--- config.mk ---
export PLATFORM = sky130hd
export DESIGN_NAME = pot_timer
export DESIGN_NICKNAME = d
export VERILOG_FILES = /design/src/shared/pot_pkg.sv /design/src/core/pot_timer.sv
export SDC_FILE = /design/constraint.sdc
export NUM_CORES = 1
export LEC_CHECK = 0
export ABC_AREA = 1
export BUFFER_PORTS_ARGS = -buffer_cell sky130_fd_sc_hd__buf_2
export CAP_MARGIN = 10
export CORE_ASPECT_RATIO = 0.7
export CORE_UTILIZATION = 55
export DETAILED_ROUTE_END_ITERATION = 6
export HOLD_SLACK_MARGIN = 0.03
export PLACE_DENSITY = 0.76
export SLEW_MARGIN = 0
export SYNTH_ARGS = -nofsm -noshare
export SYNTH_HDL_FRONTEND = slang
export SYNTH_SLANG_ARGS = --single-unit
--- constraint.sdc ---
create_clock -name sys_clk -period 3.7 [get_ports sys_clk]
set_input_delay 0.185 -clock sys_clk [delete_from_list [all_inputs] [get_ports sys_clk]]
set_output_delay 0.185 -clock sys_clk [all_outputs]
set_load 0.1 [all_outputs]
--- src/shared/pot_pkg.sv ---
// Purpose: constants and types shared by the background overflow timer
// Assumes: 100 MHz sys_clk, plain register port
// Notes: one configuration register, one overflow count register and a readable counter phase
package pot_pkg;
  localparam logic [1:0] CFG_ADDR = 2'h0;
  localparam logic [1:0] COUNT_ADDR = 2'h1;
  localparam logic [1:0] PHASE_ADDR = 2'h2;
  localparam int ENABLE_BIT = 0;
  localparam int PRESCALE_LO = 4;
  localparam int PRESCALE_HI = 5;
  localparam logic [7:0] CFG_RESET = 8'h00;
  localparam logic [15:0] COUNT_RESET = 16'h0000;
  localparam logic [1:0] BASE_DIV_LAST = 2'h3;

  typedef struct packed {
    logic [1:0] addr;
    logic [15:0] wdata;
    logic wr;
    logic rd;
  } pot_req_type;

  typedef enum logic [1:0] {
    POT_DIV1 = 2'h0,
    POT_DIV2 = 2'h1,
    POT_DIV4 = 2'h2,
    POT_DIV8 = 2'h3
  } pot_prescale_type;
endpackage

--- src/core/pot_timer.sv ---
// Purpose: free-running 16-bit background timer with overflow counter
// Assumes: synchronous active-high reset, registers on a plain port
// Notes: counting is frozen while clkEn is low
// Overview of operation
// - counter advances only when enabled, once per four clock periods times the prescale
// - bits 5:4 pick prescale 1, 2, 4 or 8
// - overflow word increments each time the 16-bit counter wraps
// - overflow word is 16 bits, readable, wraps naturally
// - counter runs freely, never stops or reloads on overflow
module pot_timer
  import pot_pkg::*;
(
  input wire logic sys_clk, // system clock
  input wire logic srst, // synchronous reset
  input wire logic clkEn, // clock enable
  input wire pot_req_type busReq, // register request
  output logic [15:0] rdata // read data, cycle after read
);

  ////////////////////////////////////////////////////////////////////
  logic [7:0] cfg;
  logic [1:0] baseDiv;
  logic [2:0] preDiv;
  logic [15:0] innerCount;
  logic [15:0] overflowCountWord;
  logic baseTick;
  logic preTick;
  logic enabled;
  logic cfgWr;
  pot_prescale_type prescale;

  assign enabled = cfg[ENABLE_BIT];
  assign cfgWr = clkEn && busReq.wr && busReq.addr == CFG_ADDR;
  assign prescale = pot_prescale_type'(cfg[PRESCALE_HI:PRESCALE_LO]);

  ////////////////////////////////////////////////////////////////////
  // configuration write
  always_ff @(posedge sys_clk) begin
    if (srst) begin
      cfg <= CFG_RESET;
    end else if (cfgWr) begin
      cfg <= busReq.wdata[7:0];
    end
  end

  ////////////////////////////////////////////////////////////////////
  // base divide by four
  assign baseTick = enabled && baseDiv == BASE_DIV_LAST;
  always_ff @(posedge sys_clk) begin
    if (srst) begin
      baseDiv <= 2'h0;
    end else if (clkEn) begin
      if (!enabled) begin
        baseDiv <= 2'h0;
      end else begin
        baseDiv <= baseDiv + 2'h1;
      end
    end
  end

  ////////////////////////////////////////////////////////////////////
  // prescaler
  always_comb begin
    unique case (prescale)
      POT_DIV1: preTick = baseTick;
      POT_DIV2: preTick = baseTick && preDiv[0] == 1'b1;
      POT_DIV4: preTick = baseTick && preDiv[1:0] == 2'h3;
      POT_DIV8: preTick = baseTick && preDiv == 3'h7;
    endcase
  end

  always_ff @(posedge sys_clk) begin
    if (srst) begin
      preDiv <= 3'h0;
    end else if (clkEn && baseTick) begin
      preDiv <= preDiv + 3'h1;
    end
  end

  ////////////////////////////////////////////////////////////////////
  // counter and overflow word
  always_ff @(posedge sys_clk) begin
    if (srst) begin
      innerCount <= COUNT_RESET;
    end else if (clkEn && preTick) begin
      innerCount <= innerCount + 16'h0001;
    end
  end

  always_ff @(posedge sys_clk) begin
    if (srst) begin
      overflowCountWord <= COUNT_RESET;
    end else if (clkEn && preTick && innerCount == 16'hFFFF) begin
      overflowCountWord <= overflowCountWord + 16'h0001;
    end
  end

  ////////////////////////////////////////////////////////////////////
  // read port
  always_ff @(posedge sys_clk) begin
    if (srst) begin
      rdata <= 16'h0000;
    end else if (clkEn) begin
      if (busReq.rd) begin
        unique case (busReq.addr)
          CFG_ADDR: rdata <= {8'h00, cfg};
          COUNT_ADDR: rdata <= overflowCountWord;
          PHASE_ADDR: rdata <= innerCount;
          default: rdata <= 16'h0000;
        endcase
      end else begin
        rdata <= 16'h0000;
      end
    end
  end

  ////////////////////////////////////////////////////////////////////
  // checks
  property p_base_gap;
    @(posedge sys_clk) disable iff (srst)
      (baseTick && clkEn) |=> !baseTick;
  endproperty
  a_base_gap: assert property (p_base_gap)
    else $error("base tick too frequent");

  property p_idle_when_off;
    @(posedge sys_clk) disable iff (srst)
      !enabled |=> $stable(innerCount);
  endproperty
  a_idle_when_off: assert property (p_idle_when_off)
    else $error("counter moved while disabled");

  property p_div1_rate;
    @(posedge sys_clk) disable iff (srst)
      (clkEn && preTick && prescale == POT_DIV1 && !cfgWr) ##1
        (clkEn && !cfgWr)[*3] |=> preTick;
  endproperty
  a_div1_rate: assert property (p_div1_rate)
    else $error("1:1 rate wrong");

  property p_wrap;
    @(posedge sys_clk) disable iff (srst)
      (clkEn && preTick && innerCount == 16'hFFFF) |=>
        innerCount == 16'h0000 &&
        overflowCountWord == $past(overflowCountWord) + 16'h0001;
  endproperty
  a_wrap: assert property (p_wrap)
    else $error("overflow not counted on wrap");

  property p_no_stray;
    @(posedge sys_clk) disable iff (srst)
      !(clkEn && preTick && innerCount == 16'hFFFF) &&
      !(clkEn && busReq.wr) |=> $stable(overflowCountWord);
  endproperty
  a_no_stray: assert property (p_no_stray)
    else $error("overflow word changed without wrap");

  property p_free_run;
    @(posedge sys_clk) disable iff (srst)
      (clkEn && preTick && innerCount != 16'hFFFF) |=>
        innerCount == $past(innerCount) + 16'h0001;
  endproperty
  a_free_run: assert property (p_free_run)
    else $error("counter did not advance");

  property p_reset;
    @(posedge sys_clk)
      srst |=> cfg == CFG_RESET && innerCount == COUNT_RESET &&
        overflowCountWord == COUNT_RESET;
  endproperty
  a_reset: assert property (p_reset)
    else $error("reset did not clear state");

  property p_read;
    @(posedge sys_clk) disable iff (srst)
      (clkEn && busReq.rd && busReq.addr == COUNT_ADDR) |=>
        rdata == $past(overflowCountWord);
  endproperty
  a_read: assert property (p_read)
    else $error("read data wrong");

  ////////////////////////////////////////////////////////////////////
  // further checks on rate, configuration and read port
  property p_base_rate;
    @(posedge sys_clk) disable iff (srst)
      (clkEn && baseTick && !cfgWr) ##1 (clkEn && !cfgWr)[*3]
        |=> baseTick;
  endproperty
  a_base_rate: assert property (p_base_rate)
    else $error("base tick not every fourth cycle");

  property p_base_clear;
    @(posedge sys_clk) disable iff (srst)
      (clkEn && !enabled) |=> baseDiv == 2'h0;
  endproperty
  a_base_clear: assert property (p_base_clear)
    else $error("base divider not held while disabled");

  property p_no_tick_off;
    @(posedge sys_clk) disable iff (srst)
      !enabled |-> !preTick;
  endproperty
  a_no_tick_off: assert property (p_no_tick_off)
    else $error("count tick while disabled");

  property p_tick_needs_base;
    @(posedge sys_clk) disable iff (srst)
      !baseTick |-> !preTick;
  endproperty
  a_tick_needs_base: assert property (p_tick_needs_base)
    else $error("count tick without base tick");

  property p_div2_gap;
    @(posedge sys_clk) disable iff (srst)
      (clkEn && preTick && prescale == POT_DIV2 && !cfgWr) |=>
        !preTick;
  endproperty
  a_div2_gap: assert property (p_div2_gap)
    else $error("1:2 tick too frequent");

  property p_div4_phase;
    @(posedge sys_clk) disable iff (srst)
      (preTick && prescale == POT_DIV4) |-> preDiv[1:0] == 2'h3;
  endproperty
  a_div4_phase: assert property (p_div4_phase)
    else $error("1:4 tick at wrong phase");

  property p_div8_phase;
    @(posedge sys_clk) disable iff (srst)
      (baseTick && prescale == POT_DIV8 && preDiv != 3'h7) |->
        !preTick;
  endproperty
  a_div8_phase: assert property (p_div8_phase)
    else $error("1:8 tick at wrong phase");

  property p_cfg_write;
    @(posedge sys_clk) disable iff (srst)
      cfgWr |=> cfg == $past(busReq.wdata[7:0]);
  endproperty
  a_cfg_write: assert property (p_cfg_write)
    else $error("configuration write lost");

  property p_cfg_hold;
    @(posedge sys_clk) disable iff (srst)
      !cfgWr |=> $stable(cfg);
  endproperty
  a_cfg_hold: assert property (p_cfg_hold)
    else $error("configuration changed without write");

  property p_frozen;
    @(posedge sys_clk) disable iff (srst)
      !clkEn |=> $stable(innerCount) && $stable(overflowCountWord) &&
        $stable(rdata);
  endproperty
  a_frozen: assert property (p_frozen)
    else $error("state moved while clock enable low");

  property p_rd_idle;
    @(posedge sys_clk) disable iff (srst)
      (clkEn && !busReq.rd) |=> rdata == 16'h0000;
  endproperty
  a_rd_idle: assert property (p_rd_idle)
    else $error("read data not cleared");

  property p_read_cfg;
    @(posedge sys_clk) disable iff (srst)
      (clkEn && busReq.rd && busReq.addr == CFG_ADDR) |=>
        rdata == {8'h00, $past(cfg)};
  endproperty
  a_read_cfg: assert property (p_read_cfg)
    else $error("configuration read wrong");

  property p_read_phase;
    @(posedge sys_clk) disable iff (srst)
      (clkEn && busReq.rd && busReq.addr == PHASE_ADDR) |=>
        rdata == $past(innerCount);
  endproperty
  a_read_phase: assert property (p_read_phase)
    else $error("counter read wrong");

  property p_read_unmapped;
    @(posedge sys_clk) disable iff (srst)
      (clkEn && busReq.rd && busReq.addr == 2'h3) |=>
        rdata == 16'h0000;
  endproperty
  a_read_unmapped: assert property (p_read_unmapped)
    else $error("unmapped read not zero");

  property p_reset_rdata;
    @(posedge sys_clk)
      srst |=> rdata == 16'h0000 && baseDiv == 2'h0 && preDiv == 3'h0;
  endproperty
  a_reset_rdata: assert property (p_reset_rdata)
    else $error("reset did not clear read data or dividers");

endmodule

==> results.yml <==
placement:
  input_output_buffers: 30
  hpwlAfterDp_um: 5510
  place.gp.congestion: 0.893
pwr:
  power.density_cell_area_mw_per_mm2: 371
  power_leakage_nw: 1.33
  max-vdd-ir-drop_uv: 233
timing:
  worst_pin_slew_ns: 0.542
  setup_viol: 0
  fin_skew_ns: 0.0131
  final.period_utilization: 0.521
  final-max-slew-violation-count: 0
  rsz0062_at_grt: "false"
  timing.fmax_mhz: 518
  final.setup.tns_ns: 0
  hold_viol_final: 0
  slew-limit-headroom: 0.639
  final.min_clock_period_ns: 1.93
die:
  pin_count: 39
  fp.coreArea_mm2: 0.00545
  chipWidth_um: 93.5
  die-area_mm2: 0.00618
  row_count: 22
  floorplan.initialDensity: 0.592
  chipHeight_um: 66.1
logic_synthesis:
  synth_compound_gate_area_share: 0.157
  adder_cell_share_of_the_synthesized_area: 0.0194
  synthSimpleGateAreaFrac: 0.344
  synthTopCellsByCount: "nand2_1 (153), dfxtp_1 (61), nor2_1 (56)"
  synth_xor_xnor_area_share: 0.0190
  synth_edf_count: 0
  synth_top_family_by_area: "simple AND/OR/NAND/NOR gates"
  synth_most_common_cell: "nand2_1"
  yosys.area.top_type_share: 0.379
  synth.top_cells.by_area: "dfxtp_1 (38%), nand2_1 (18%), a21oi_1 (6.5%)"
  synth_cell_type_count: 29
  synth_warnings: 0
  synth.ff_latch_count: 61
  postSynthAreaPerCell_um2: 6.62
  synth_area_mm2: 0.00323
  synthesis.nets: 515
  ys.flop_type: "dfxtp_1"
  synth_area_leader_cell: "dfxtp_1"
  synthesis.instances: 487
  fraction_of_the_yosys_area_taken_by_sequential_cells: 0.379
  yosys-mux-area-fraction: 0
  synth-async-reset-ratio: 0
cells_and_area:
  fill_cells: 511
  fin_nets: 542
  syn2layout_area_growth_pct: 11.8
  multiInputGateArea_mm2: 0.00174
  postLayoutCoreUtil: 0.662
  drive_above_1_share: 0.141
  regArea_mm2: 0.00122
  antenna-diode-count: 0
global_route:
  initial_antenna_violation_count: 0
  grt_remaining_overflow: 0
  grt_use_total: 0.279
  grt_first_pass_wirelength_um: 13200
  first_global_vias: 2844
  largest_net_degree_at_the_start_of_global_routing: 46
clock_network:
  clk_latency_ns: 0.35
  cts_max_path_buffers: 2
  total_number_of_h_tree_levels: 3
  cts_made_buffers: 9
  cts_post_setup_buffers_inserted: 0
  holdBufCountCts: 0
  cts-resized-gates: 0
  cts_root_buffer: "clkbuf_8"
  cts_sinks: 61
  clk_pin_slew_ns: 0.07
  tritoncts: "built"
drt:
  route.final.wire_length_um: 7700
  drt_pre_antenna_iters: 4
  drt-wirelength-per-cell_um: 13.0
  vias_per_cell: 5.35
  dr.first_iter.drc_count: 194
  drc: 0
  drtAntennaViolNets: 0
  number_of_vias_after_detailed_routing: 3163
worst_setup_path:
  setup.worst_path.start: "preDiv[0]"
  worstPathMaxFanout: 17
  critical_path.reg2reg.startpoint: "preDiv[0]"
  timing.critical_path.required_ns: 3.91
  timing.critical_path.to_type: "register"
  worst_ep_arrival_time_ns: 2.14
  worstSetupPathType: "reg2reg"
  startpoint_kind_of_the_worst_setup_timing_path: "register"
worst_hold_path:
  min-delay-start: "busReq[9]"
  hold_path.class: "in2reg"
job:
  max_cap_violations: 0
status:
  status: "finished, final reports clean"
[cell usage in the layout, fill, tap and decap left out, types with 11 or more instances in the layout]
cell type  count
buf_2         30
inv_1         45
nand2_1      153
dfxtp_1       61
a21oi_1       42
nor2_1        56
nand3_1       18
clkbuf_8      12
nor3_1        11
o21ai_0       22
[metal layers]
layer	wire [µm]	share of wire	GRT usage	up-vias
met3	393	0.051	0.0747	9
met4	82	0.011	0.0885	0
met2	3210	0.42	0.412	69
met5	0	0	0	-
met1	4020	0.52	0.395	1456
li1	-	-	-	1629
[registers in the layout, indices dropped and copies added, names as in the netlist]
| register | count |
|---|---|
| baseDiv | 2 |
| preDiv | 3 |
| innerCount | 16 |
| overflowCountWord | 16 |
| rdata | 16 |
| cfg | 8 |
[final timing paths]
kind / depth (start not counted) / endpoint / slack [ns]
hold reg to reg: 2 / rdata[1] / 0.46
setup reg to reg: 10 / overflowCountWord[2] / 1.77
hold / removal: 3 / cfg[7] / 0.1
setup / recovery: 10 / overflowCountWord[2] / 1.77
[where the power goes]
| part | switching, W | internal (W) | leakage, nW | total, W |
|---|---|---|---|---|
| Sequential | 0.00000227 | 0.000660 | 0.492 | 0.000662 |
| Clock | 0.000262 | 0.000365 | 0.106 | 0.000628 |
| Combinational | 0.0000373 | 0.0000129 | 0.730 | 0.0000502 |
| Total | 0.000302 | 0.00104 | 1.33 | 0.00134 |
[kinds of logic after synthesis]
logic type / count (synthesis)
fa+ha+maj: 5
compound gates: 88
simple gates: 263
xor+xnor: 7
buf+inv: 63
flops: 61
[worst max-delay path, cell delays in order (launching register included)]
cell and delay, ns:
dfxtp_1 0.31, ha_1 0.21, ha_1 0.18, nand2_1 0.06
nand3_1 0.11, nand3_4 0.20, inv_4 0.13, nand2_4 0.21
clkinv_4 0.20, nand2_1 0.10, a21oi_1 0.06
[per-stage QoR]
step	setup WS, ns	std cells	hold WS (ns)	total power (W)	area, µm²
after floorplan	2.16	487	0.281	0.000709	3230
after CTS	1.77	591	0.0872	0.00135	3610
after global routing	1.58	591	0.103	0.00139	3610
after global placement	1.79	575	0.438	0.000726	3400
after detailed placement	1.78	575	0.455	0.000727	3400
final	1.77	591	0.0957	0.00134	3610
[final cells by class]
class                           count  area share
Inverter                           48      0.0520
Sequential cell                    61       0.339
Clock inverter                      3      0.0118
Tap cell                           72      0.0250
Timing Repair Buffer               31      0.0437
Clock buffer                       13      0.0468
Multi-Input combinational cell    363       0.482
(Power assumes the default switching activity.)
